<file path="config.mk">
export PLATFORM = sky130hd
export DESIGN_NAME = rmp_modulator
export DESIGN_NICKNAME = d
export VERILOG_FILES = /design/src/pkg/rmp_pkg.sv /design/src/rtl/rmp_modulator.sv
export SDC_FILE = /design/constraint.sdc
export NUM_CORES = 2
export LEC_CHECK = 0
export BUFFER_PORTS_ARGS = -buffer_cell sky130_fd_sc_hd__buf_4
export CAP_MARGIN = 40
export CORE_MARGIN = 4
export CORE_UTILIZATION = 60
export CTS_BUF_LIST = sky130_fd_sc_hd__clkbuf_8
export CTS_CLUSTER_SIZE = 8
export DETAILED_ROUTE_END_ITERATION = 6
export GPL_ROUTABILITY_DRIVEN = 0
export PLACE_DENSITY = 0.78
export SYNTH_ARGS = -nofsm -noshare
export SYNTH_HDL_FRONTEND = slang
export SYNTH_SLANG_ARGS = --single-unit
</file>
<file path="constraint.sdc">
create_clock -name aclk -period 13.4 [get_ports aclk]
set_input_delay 0.67 -clock aclk [delete_from_list [all_inputs] [get_ports aclk]]
set_output_delay 0.67 -clock aclk [all_outputs]
set_load 0.1 [all_outputs]
</file>
<file path="src/pkg/rmp_pkg.sv">
// Constants, field layouts and carrier types for the ramp modulator.
// Assumes a single phase-detector clock and an AXI4-Lite register master.
package rmp_pkg;
  localparam int RMP_AW = 8;
  localparam int RMP_DW = 32;
  localparam int RMP_FRAC_W = 25;
  localparam int RMP_INT_W = 12;
  localparam int RMP_DIV_W = RMP_INT_W + RMP_FRAC_W;
  localparam int RMP_NUM_CFG = 7;
  // Register byte offsets
  localparam logic [RMP_AW-1:0] RMP_OFS_INT_FRAC = 8'h00;
  localparam logic [RMP_AW-1:0] RMP_OFS_FRAC_LO = 8'h04;
  localparam logic [RMP_AW-1:0] RMP_OFS_RDIV = 8'h08;
  localparam logic [RMP_AW-1:0] RMP_OFS_FUNC = 8'h0C;
  localparam logic [RMP_AW-1:0] RMP_OFS_CLOCK = 8'h10;
  localparam logic [RMP_AW-1:0] RMP_OFS_DEVIATION = 8'h14;
  localparam logic [RMP_AW-1:0] RMP_OFS_STEP = 8'h18;
  localparam logic [RMP_AW-1:0] RMP_OFS_STAT_FRAC = 8'h1C;
  localparam logic [RMP_AW-1:0] RMP_OFS_STAT_INT = 8'h20;
  localparam logic [RMP_DW-1:0] RMP_CFG_RESET = 32'h0000_0000;
  // Field positions
  localparam int RMP_START_BIT = 31;
  localparam int RMP_INT_MSB = 26, RMP_INT_LSB = 15;
  localparam int RMP_FHI_MSB = 14, RMP_FHI_LSB = 3;
  localparam int RMP_FLO_MSB = 27, RMP_FLO_LSB = 15;
  localparam int RMP_PH_MSB = 14, RMP_PH_LSB = 3;
  localparam int RMP_HTDA_MSB = 14, RMP_HTDA_LSB = 3;
  localparam int RMP_HTDB_MSB = 18, RMP_HTDB_LSB = 7;
  localparam int RMP_CMODE_MSB = 20, RMP_CMODE_LSB = 19;
  localparam int RMP_DVW_MSB = 18, RMP_DVW_LSB = 3;
  localparam int RMP_SHF_MSB = 22, RMP_SHF_LSB = 19;
  localparam int RMP_STEP_MSB = 22, RMP_STEP_LSB = 3;
  localparam int RMP_SHAPE_MSB = 11, RMP_SHAPE_LSB = 10;
  localparam int RMP_MOD_MSB = 9, RMP_MOD_LSB = 8;
  localparam int RMP_STRI_BIT = 13;
  localparam int RMP_SI_BUSY = 31;
  localparam int RMP_SI_PH_LSB = 16;
  localparam logic [1:0] RMP_CMODE_RAMP = 2'h3;
  localparam logic [1:0] RMP_RESP_OKAY = 2'h0;
  localparam logic [1:0] RMP_RESP_SLVERR = 2'h2;
  typedef enum logic [1:0] {RMP_MOD_NONE, RMP_MOD_FSK, RMP_MOD_PSK, RMP_MOD_RSVD} rmp_mod_t;
  typedef enum logic [1:0] {RMP_SH_CONT_SAW, RMP_SH_TRI, RMP_SH_SINGLE_SAW, RMP_SH_SINGLE_RAMP} rmp_shape_t;
  typedef struct packed {
    logic [RMP_INT_W-1:0] int_part;
    logic [RMP_FRAC_W-1:0] frac_part;
    logic [11:0] phase_off;
    logic ramp_active;
  } rmp_synth_t;
endpackage

</file>
<file path="src/rtl/rmp_modulator.sv">
// FSK/PSK modulation and sweep generator for the divider word.
// Assumes aclk is the phase-detector clock and tx_data is asynchronous.
//
// Design decisions made here: the AXI4-Lite interface to the registers and the address map.
`timescale 1ns/1ps
module rmp_modulator import rmp_pkg::*; (
  input wire logic aclk,
  input wire logic aresetn,
  input wire logic [RMP_AW-1:0] s_axi_awaddr,
  input wire logic s_axi_awvalid,
  output logic s_axi_awready,
  input wire logic [RMP_DW-1:0] s_axi_wdata,
  input wire logic [3:0] s_axi_wstrb,
  input wire logic s_axi_wvalid,
  output logic s_axi_wready,
  output logic [1:0] s_axi_bresp,
  output logic s_axi_bvalid,
  input wire logic s_axi_bready,
  input wire logic [RMP_AW-1:0] s_axi_araddr,
  input wire logic s_axi_arvalid,
  output logic s_axi_arready,
  output logic [RMP_DW-1:0] s_axi_rdata,
  output logic [1:0] s_axi_rresp,
  output logic s_axi_rvalid,
  input wire logic s_axi_rready,
  input wire logic tx_data,
  output rmp_synth_t synth_o
);

  typedef enum logic [2:0] {ST_IDLE, ST_UP, ST_DOWN, ST_WRAP, ST_HOLD} rmp_state_t;

  logic [RMP_DW-1:0] cfg_q [RMP_NUM_CFG];
  logic aw_held_q, w_held_q, bvalid_q, rvalid_q;
  logic [RMP_AW-1:0] awaddr_q;
  logic [RMP_DW-1:0] wdata_q, rdata_q;
  logic [3:0] wstrb_q;
  logic [1:0] bresp_q, rresp_q;
  logic do_write, start_pulse, run, hop, leg_done, timer_on;
  logic [3:0] widx, ridx;
  logic [RMP_DW-1:0] rd_word, wr_word;
  logic [2:0] tx_sync_q;
  logic tx_q;
  rmp_state_t state_q;
  logic [19:0] cnt_q;
  logic [23:0] timer_q, period, period_m1;
  logic [RMP_DIV_W-1:0] acc_q, base, dstep;
  logic [11:0] phase_q, ph_val;
  logic [15:0] deviation_word;
  logic [3:0] shift_w;
  logic [19:0] step_w;
  rmp_shape_t shape;
  rmp_mod_t mod_sel;
  logic single_tri;

  // Map a byte address to a config index, or the invalid index
  function automatic logic [3:0] cfg_index(input logic [RMP_AW-1:0] a);
    logic [3:0] i;
    i = 4'hF;
    if (a == RMP_OFS_INT_FRAC) begin
      i = 4'h0;
    end else if (a == RMP_OFS_FRAC_LO) begin
      i = 4'h1;
    end else if (a == RMP_OFS_RDIV) begin
      i = 4'h2;
    end else if (a == RMP_OFS_FUNC) begin
      i = 4'h3;
    end else if (a == RMP_OFS_CLOCK) begin
      i = 4'h4;
    end else if (a == RMP_OFS_DEVIATION) begin
      i = 4'h5;
    end else if (a == RMP_OFS_STEP) begin
      i = 4'h6;
    end
    return i;
  endfunction

  // Byte-lane merge of write data over an old word
  function automatic logic [RMP_DW-1:0] merge(input logic [RMP_DW-1:0] old, input logic [RMP_DW-1:0] nw,
                                              input logic [3:0] strb);
    logic [RMP_DW-1:0] r;
    r = old;
    for (int b = 0; b < 4; b++) begin
      if (strb[b]) begin
        r[b*8 +: 8] = nw[b*8 +: 8];
      end
    end
    return r;
  endfunction

  // Divider word from the integer/fraction word and the fraction-low word
  function automatic logic [RMP_DIV_W-1:0] div_word(input logic [RMP_DW-1:0] w0, input logic [RMP_DW-1:0] w1);
    return {w0[RMP_INT_MSB:RMP_INT_LSB], w0[RMP_FHI_MSB:RMP_FHI_LSB], w1[RMP_FLO_MSB:RMP_FLO_LSB]};
  endfunction

  // Handshake outputs
  assign s_axi_awready = !aw_held_q;
  assign s_axi_wready = !w_held_q;
  assign s_axi_bvalid = bvalid_q;
  assign s_axi_bresp = bresp_q;
  assign s_axi_arready = !rvalid_q;
  assign s_axi_rvalid = rvalid_q;
  assign s_axi_rdata = rdata_q;
  assign s_axi_rresp = rresp_q;

  // Write happens once address and data are both held
  assign do_write = aw_held_q && w_held_q && !bvalid_q;
  assign widx = cfg_index(awaddr_q);
  assign ridx = cfg_index(s_axi_araddr);
  assign wr_word = merge(cfg_q[3'(widx)], wdata_q, wstrb_q);
  assign start_pulse = do_write && (widx == 4'h0) && wr_word[RMP_START_BIT];

  // Address and data capture, either order
  always_ff @(posedge aclk) begin
    if (!aresetn) begin
      aw_held_q <= 1'b0;
      w_held_q <= 1'b0;
      awaddr_q <= '0;
      wdata_q <= '0;
      wstrb_q <= '0;
    end else begin
      if (s_axi_awvalid && !aw_held_q) begin
        aw_held_q <= 1'b1;
        awaddr_q <= s_axi_awaddr;
      end else if (do_write) begin
        aw_held_q <= 1'b0;
      end
      if (s_axi_wvalid && !w_held_q) begin
        w_held_q <= 1'b1;
        wdata_q <= s_axi_wdata;
        wstrb_q <= s_axi_wstrb;
      end else if (do_write) begin
        w_held_q <= 1'b0;
      end
    end
  end

  // Write response
  always_ff @(posedge aclk) begin
    if (!aresetn) begin
      bvalid_q <= 1'b0;
      bresp_q <= RMP_RESP_OKAY;
    end else if (do_write) begin
      bvalid_q <= 1'b1;
      bresp_q <= (widx < 4'(RMP_NUM_CFG)) ? RMP_RESP_OKAY : RMP_RESP_SLVERR;
    end else if (s_axi_bready) begin
      bvalid_q <= 1'b0;
    end
  end

  // Configuration words
  always_ff @(posedge aclk) begin
    if (!aresetn) begin
      for (int i = 0; i < RMP_NUM_CFG; i++) begin
        cfg_q[i] <= RMP_CFG_RESET;
      end
    end else if (do_write && widx < 4'(RMP_NUM_CFG)) begin
      cfg_q[3'(widx)] <= wr_word;
    end
  end

  // Read decode
  always_comb begin
    rd_word = '0;
    if (ridx < 4'(RMP_NUM_CFG)) begin
      rd_word = cfg_q[3'(ridx)];
    end else if (s_axi_araddr == RMP_OFS_STAT_FRAC) begin
      rd_word[RMP_FRAC_W-1:0] = acc_q[RMP_FRAC_W-1:0];
    end else if (s_axi_araddr == RMP_OFS_STAT_INT) begin
      rd_word[RMP_INT_W-1:0] = acc_q[RMP_DIV_W-1:RMP_FRAC_W];
      rd_word[RMP_SI_PH_LSB +: 12] = phase_q;
      rd_word[RMP_SI_BUSY] = synth_o.ramp_active;
    end
  end

  // Read channel
  always_ff @(posedge aclk) begin
    if (!aresetn) begin
      rvalid_q <= 1'b0;
      rdata_q <= '0;
      rresp_q <= RMP_RESP_OKAY;
    end else if (s_axi_arvalid && !rvalid_q) begin
      rvalid_q <= 1'b1;
      rdata_q <= rd_word;
      rresp_q <= (ridx < 4'(RMP_NUM_CFG) || s_axi_araddr == RMP_OFS_STAT_FRAC ||
                  s_axi_araddr == RMP_OFS_STAT_INT) ? RMP_RESP_OKAY : RMP_RESP_SLVERR;
    end else if (s_axi_rready) begin
      rvalid_q <= 1'b0;
    end
  end

  // Field extraction
  assign base = div_word(cfg_q[0], cfg_q[1]);
  assign deviation_word = cfg_q[5][RMP_DVW_MSB:RMP_DVW_LSB];
  assign shift_w = cfg_q[5][RMP_SHF_MSB:RMP_SHF_LSB];
  assign dstep = RMP_DIV_W'($signed(deviation_word)) << shift_w;
  assign ph_val = cfg_q[1][RMP_PH_MSB:RMP_PH_LSB];
  assign step_w = cfg_q[6][RMP_STEP_MSB:RMP_STEP_LSB];
  assign shape = rmp_shape_t'(cfg_q[3][RMP_SHAPE_MSB:RMP_SHAPE_LSB]);
  assign mod_sel = rmp_mod_t'(cfg_q[3][RMP_MOD_MSB:RMP_MOD_LSB]);
  assign single_tri = cfg_q[3][RMP_STRI_BIT];
  assign run = cfg_q[0][RMP_START_BIT];

  // Modulation pin synchroniser, change taken when stages two and three agree
  always_ff @(posedge aclk) begin
    if (!aresetn) begin
      tx_sync_q <= '0;
      tx_q <= 1'b0;
    end else begin
      tx_sync_q <= {tx_sync_q[1:0], tx_data};
      if (tx_sync_q[1] == tx_sync_q[2]) begin
        tx_q <= tx_sync_q[2];
      end
    end
  end

  // Hop timer, period is the product of both dividers
  assign period = 24'(cfg_q[2][RMP_HTDA_MSB:RMP_HTDA_LSB] * cfg_q[4][RMP_HTDB_MSB:RMP_HTDB_LSB]);
  assign period_m1 = (period == 24'h00_0000) ? 24'h00_0000 : period - 24'h00_0001;
  assign timer_on = (state_q == ST_UP || state_q == ST_DOWN || state_q == ST_WRAP) &&
                    cfg_q[4][RMP_CMODE_MSB:RMP_CMODE_LSB] == RMP_CMODE_RAMP;
  assign hop = timer_on && !start_pulse && timer_q == period_m1;
  assign leg_done = (cnt_q + 20'h0_0001) >= step_w;

  always_ff @(posedge aclk) begin
    if (!aresetn) begin
      timer_q <= '0;
    end else if (!timer_on || start_pulse || hop) begin
      timer_q <= '0;
    end else begin
      timer_q <= timer_q + 24'h00_0001;
    end
  end

  // Sweep sequencer
  always_ff @(posedge aclk) begin
    if (!aresetn) begin
      state_q <= ST_IDLE;
      cnt_q <= '0;
    end else if (start_pulse) begin
      state_q <= ST_UP;
      cnt_q <= '0;
    end else if (!run) begin
      state_q <= ST_IDLE;
      cnt_q <= '0;
    end else if (hop) begin
      case (state_q)
        ST_UP: begin
          if (leg_done) begin
            cnt_q <= '0;
            case (shape)
              RMP_SH_SINGLE_RAMP: state_q <= ST_HOLD;
              RMP_SH_TRI: state_q <= ST_DOWN;
              default: state_q <= ST_WRAP;
            endcase
          end else begin
            cnt_q <= cnt_q + 20'h0_0001;
          end
        end
        ST_DOWN: begin
          if (leg_done) begin
            cnt_q <= '0;
            state_q <= single_tri ? ST_HOLD : ST_UP;
          end else begin
            cnt_q <= cnt_q + 20'h0_0001;
          end
        end
        ST_WRAP: state_q <= (shape == RMP_SH_CONT_SAW) ? ST_UP : ST_HOLD;
        default: state_q <= state_q;
      endcase
    end
  end

  // Divider accumulator, one step per hop while sweeping, reloaded every cycle when idle
  always_ff @(posedge aclk) begin
    if (!aresetn) begin
      acc_q <= '0;
    end else if (start_pulse) begin
      acc_q <= div_word(wr_word, cfg_q[1]);
    end else if (state_q == ST_IDLE || !run) begin
      if (mod_sel == RMP_MOD_FSK) begin
        acc_q <= tx_q ? base + dstep : base - dstep;
      end else begin
        acc_q <= base;
      end
    end else if (hop) begin
      case (state_q)
        ST_UP: acc_q <= acc_q + dstep;
        ST_DOWN: acc_q <= acc_q - dstep;
        ST_WRAP: acc_q <= base;
        default: acc_q <= acc_q;
      endcase
    end
  end

  // Phase offset for PSK
  always_ff @(posedge aclk) begin
    if (!aresetn) begin
      phase_q <= '0;
    end else if (mod_sel == RMP_MOD_PSK) begin
      phase_q <= tx_q ? ph_val : 12'h000 - ph_val;
    end else begin
      phase_q <= '0;
    end
  end

  // Output bundle, one driver for the whole struct
  assign synth_o = '{int_part: acc_q[RMP_DIV_W-1:RMP_FRAC_W], frac_part: acc_q[RMP_FRAC_W-1:0],
                     phase_off: phase_q, ramp_active: (state_q != ST_IDLE) && (state_q != ST_HOLD)};

endmodule

</file>
==> summary.md <==
| Metric | Value |
|---|---|
| Status | finished, violations left |
| Violated checks | design-rule violations |
| Core Region | 56,500 sq um |
| Register area share after synthesis | 0.3213 |
| Sw power | 0.001618 W |
| Top cells by area, synth | edfxtp_1 20%, dfxtp_1 13%, nand2_1 6.2% |
| Seq pwr share | 0.370 |
| Slew Viols, Final | 0 |
| Largest net degree at the start of global routing | 67 |
| RSZ-0062 raised after global routing | false |
| Area growth syn-to-layout | 9.329% |
| Die X | roughly 250 um |
| Post-synth EDFFs | 224 |
| FF-to-FF Start | cfg_q[2][8]$_SDFFCE_PN0P_ |
| Compound-Gate Fraction of Synth Area | 0.2062 |
| Min-delay worst type | in -> reg |
| Initial drt markers | 5,029 |
| Reg clk slew, reported paths | 60 ps |
| Die footprint | 61,000 sq um |
| Adder-Cell Fraction of Synth Area | 0.1176 |
| Post-cts sizing count | 0 |
| CP endpoint kind | flop |
| Pint | 0.002550 W |
| Final Skew | 50.36 ps |
| IO buf count | 148 |
| Multiplexer share of the synthesized area | 0.04440 |
| Syn Area/Cell | 8.401 sq um |
| DRT Wirelength | 127,600 um |
| Most instantiated cells after synthesis | 564 x nand2_1, 441 x nor2_1, 319 x a21oi_1, 231 x clkbuf_1, 224 x edfxtp_1 |
| CP startpoint kind | flop |
| Non-filler instance count after layout | 4,950 |
| Seq cells post-synth | roughly 440 |
| Layout Nets | 4,458 |
| Critical Path AT | 9550 ps |
| Post-synth top area cell | edfxtp_1 |
| CTS tree | yes |
| HP Start | s_axi_rready |
| First-pass GRT wire length | 188,700 um |
| Pleak | roughly 15 nW |
| Pwr Total | between 0.004 and 0.005 W |
| Number of global-route vias before repair | approximately 31,000 |
| Highest achievable clock rate | 0.1117 GHz |
| HPWL after detailed placement | roughly 90,000 um |
| First drt pass iteration count | 7 |
| Post-route ant nets | 0 |
| Post-synthesis cell type count | 107 |
| Initial core utilization | 0.6066 |
| WL/cell | 25.77 um |
| Crit path max fanout | 24 |
| Cells after Synth | 4,079 |
| Synth top area share | 0.1963 |
| Switching portion of total power | 0.3882 |
| Worst reg2reg endpoint | acc_q[8]$_SDFFE_PN0P_ |
| Count leader, synth | nand2_1 |
| Synth Area in Simple Gates | 0.2071 |
| GRT Residual Overflow | 0 |
| YS warnings | 0 |
| Crit share post-route | 0.6678 |
| R2R setup slack | 4450 ps |
| Root buf cell | clkbuf_8 |
| Htree depth | 3 |
| CTS Buf Count | 75 |
| Met2 WL | 51,220 um |
| Syn Std Cell Area | 34,270 sq um |
| Initial antenna violation count | 2 |
| Fin crit period | 8949 ps |
| Gate power share | 0.341 |
| Clk_lat worst skew | 700 ps |
| Final setup TNS | 0 ps |
| CTS Hold Buffers Added | 0 |
| Max_cap viols | 0 |
| # DRC | 4 |
| FF-to-FF path depth | 22 |
| Rows | 87 |
| Routed met3 length | ~20,000 um |
| Final count of negative-setup-slack endpoints | 0 |
| Worst relative slew slack | 0.2798 |
| Final number of hold-violating endpoints | 0 |
| Gr usage total | 0.4072 |
| CP Data Required Time | about 14,000 ps |
| Largest family of logic cells by synthesized area | simple AND/OR/NAND/NOR gates |
| Max VDD drop | between 90 and 100 uV |
| Crit Path Class | reg -> reg |
| Layout cells sized above 1 | 0.1066 |
| Clock buffer depth | 3 |
| IO Count | 151 |
| Primary FF master, synth | edfxtp_1 |
| Hold path endpoint | s_axi_rvalid$_SDFFE_PN0P_ |
| Dpl cells | 4,815 |
| Design Area, Final | 37,460 sq um |
| Clock power share | 0.290 |
| DR vias/cell | 6.815 |
| Clk sinks | roughly 440 |
| M1 wire length | 43,440 um |
| Hold path cells | 2 |
| Setup bufs post-CTS | 0 |
| Placed cell area | 36,020 sq um |
| Die height | 247.0 um |
| Worst setup path startpoint | cfg_q[2][8]$_SDFFCE_PN0P_ |
| Worst Max-Slew Pin Slew | 1080 ps |
| Xor/xnor share of the synthesized area | 0.04783 |
| DR top layer | met5 |
| Async S/R FF share, synth | 0 |
| Power density over the cells | between 100 and 150 nW/um^2 |
| Via count | 33,736 |
power by group through the flow:
stage	clock network [W]	logic (W)	registers, W
floorplan	0	0.000942	0.00163
global placement	0	0.00135	0.00156
detailed placement	0	0.00137	0.00156
CTS	0.00120	0.00137	0.00153
global route	0.00127	0.00152	0.00154
finish	0.00121	0.00142	0.00154
per-stage QoR:
| step | setup slack (ps) | hold slack, ps | utilization |
|---|---|---|---|
| 6_report | 4451 | 162.6 | 0.6631 |
| 5_1_grt | 4081 | 184.2 | 0.6631 |
| 4_1_cts | 4658 | 141.7 | 0.6630 |
| 3_5_place_dp | 4647 | 424.4 | 0.6377 |
| 3_3_place_gp | 4956 | 416.7 | 0.6358 |
| 2_1_floorplan | 6259 | 411.9 | - |
layout make-up:
cell class / instances / area [sq um]
multi-input cells: 3191 / 21560
fillers: 4727 / 19030
flip-flops and latches: 438 / 11010
repair buffers: 223 / 1724
clock buffers: 83 / 1142
well taps: 756 / 945.9
inverters: 208 / 783.3
clock inverters: 50 / 290.3
diodes: 1 / 2.502
cell families after synthesis:
logic type | after synthesis
and+or+nand+nor | 1550
adders and majority gates | 261
muxes | 93
other | 1
DFF | 438
buffers and inverters | 483
xor gates and xnor gates | 183
AOI/OAI and AO/OA | 1070
metal layers:
metal / track usage / up-vias
met5: 0 / -
met4: 0.3070 / 2
met3: 0.1573 / 748
met2: 0.5801 / 2674
met1: 0.4970 / 15606
li1: - / 14706
worst max-delay path: stages, from the launching register on:
cell	delay (ps)
edfxtp_1	680
nand2_1	160
fa_1	540
fa_1	540
fa_1	450
fa_1	520
fa_1	550
inv_1	40
ha_1	530
nand4_1	240
o221ai_1	460
o21ai_1	130
a2111oi_1	490
a211oi_2	190
nor4b_2	900
and2_1	290
nor4b_1	90
a311oi_2	350
nor3_2	110
nand3_1	90
buf_4	370
nand2_1	670
a211oi_1	410
sequential cells by signal, indices dropped and copies added (netlist names):
name          cells
cfg_q           256
acc_q            37
s_axi_rdata      32
wdata_q          32
timer_q          24
cnt_q            20
phase_q          12
awaddr_q          8
wstrb_q           4
state_q           3
tx_sync_q         3
aw_held_q         1
s_axi_bresp       1
s_axi_bvalid      1
s_axi_rresp       1
s_axi_rvalid      1
tx_q              1
w_held_q          1
worst max path at each step:
stage | endpoint | slack [ps] | cells after the start
after floorplan | cnt_q[12]$_SDFFE_PP0P_ | 6260 | 27
after global placement | acc_q[15]$_SDFFE_PN0P_ | 4960 | 22
after detailed placement | acc_q[27]$_SDFFE_PN0P_ | 4650 | 22
after CTS | acc_q[27]$_SDFFE_PN0P_ | 4660 | 22
after global routing | acc_q[15]$_SDFFE_PN0P_ | 4080 | 22
final | acc_q[8]$_SDFFE_PN0P_ | 4450 | 22
layout by cell type, fill, tap and decap left out, types with 54 or more instances in the layout:
master and instances:
nor2_1 433, buf_4 217, a21oi_1 318, nand2_1 563
nor3_1 87, a31oi_1 58, a211oi_1 61, o21ai_0 162
xnor2_1 106, and2_1 94, ha_1 159, inv_1 241
a21o_1 58, nand3_1 124, xor2_1 74, dfxtp_1 213
edfxtp_1 224, clkbuf_8 83, fa_1 102, o211ai_1 54
No activity file was read; power rests on OpenSTA's default activity.
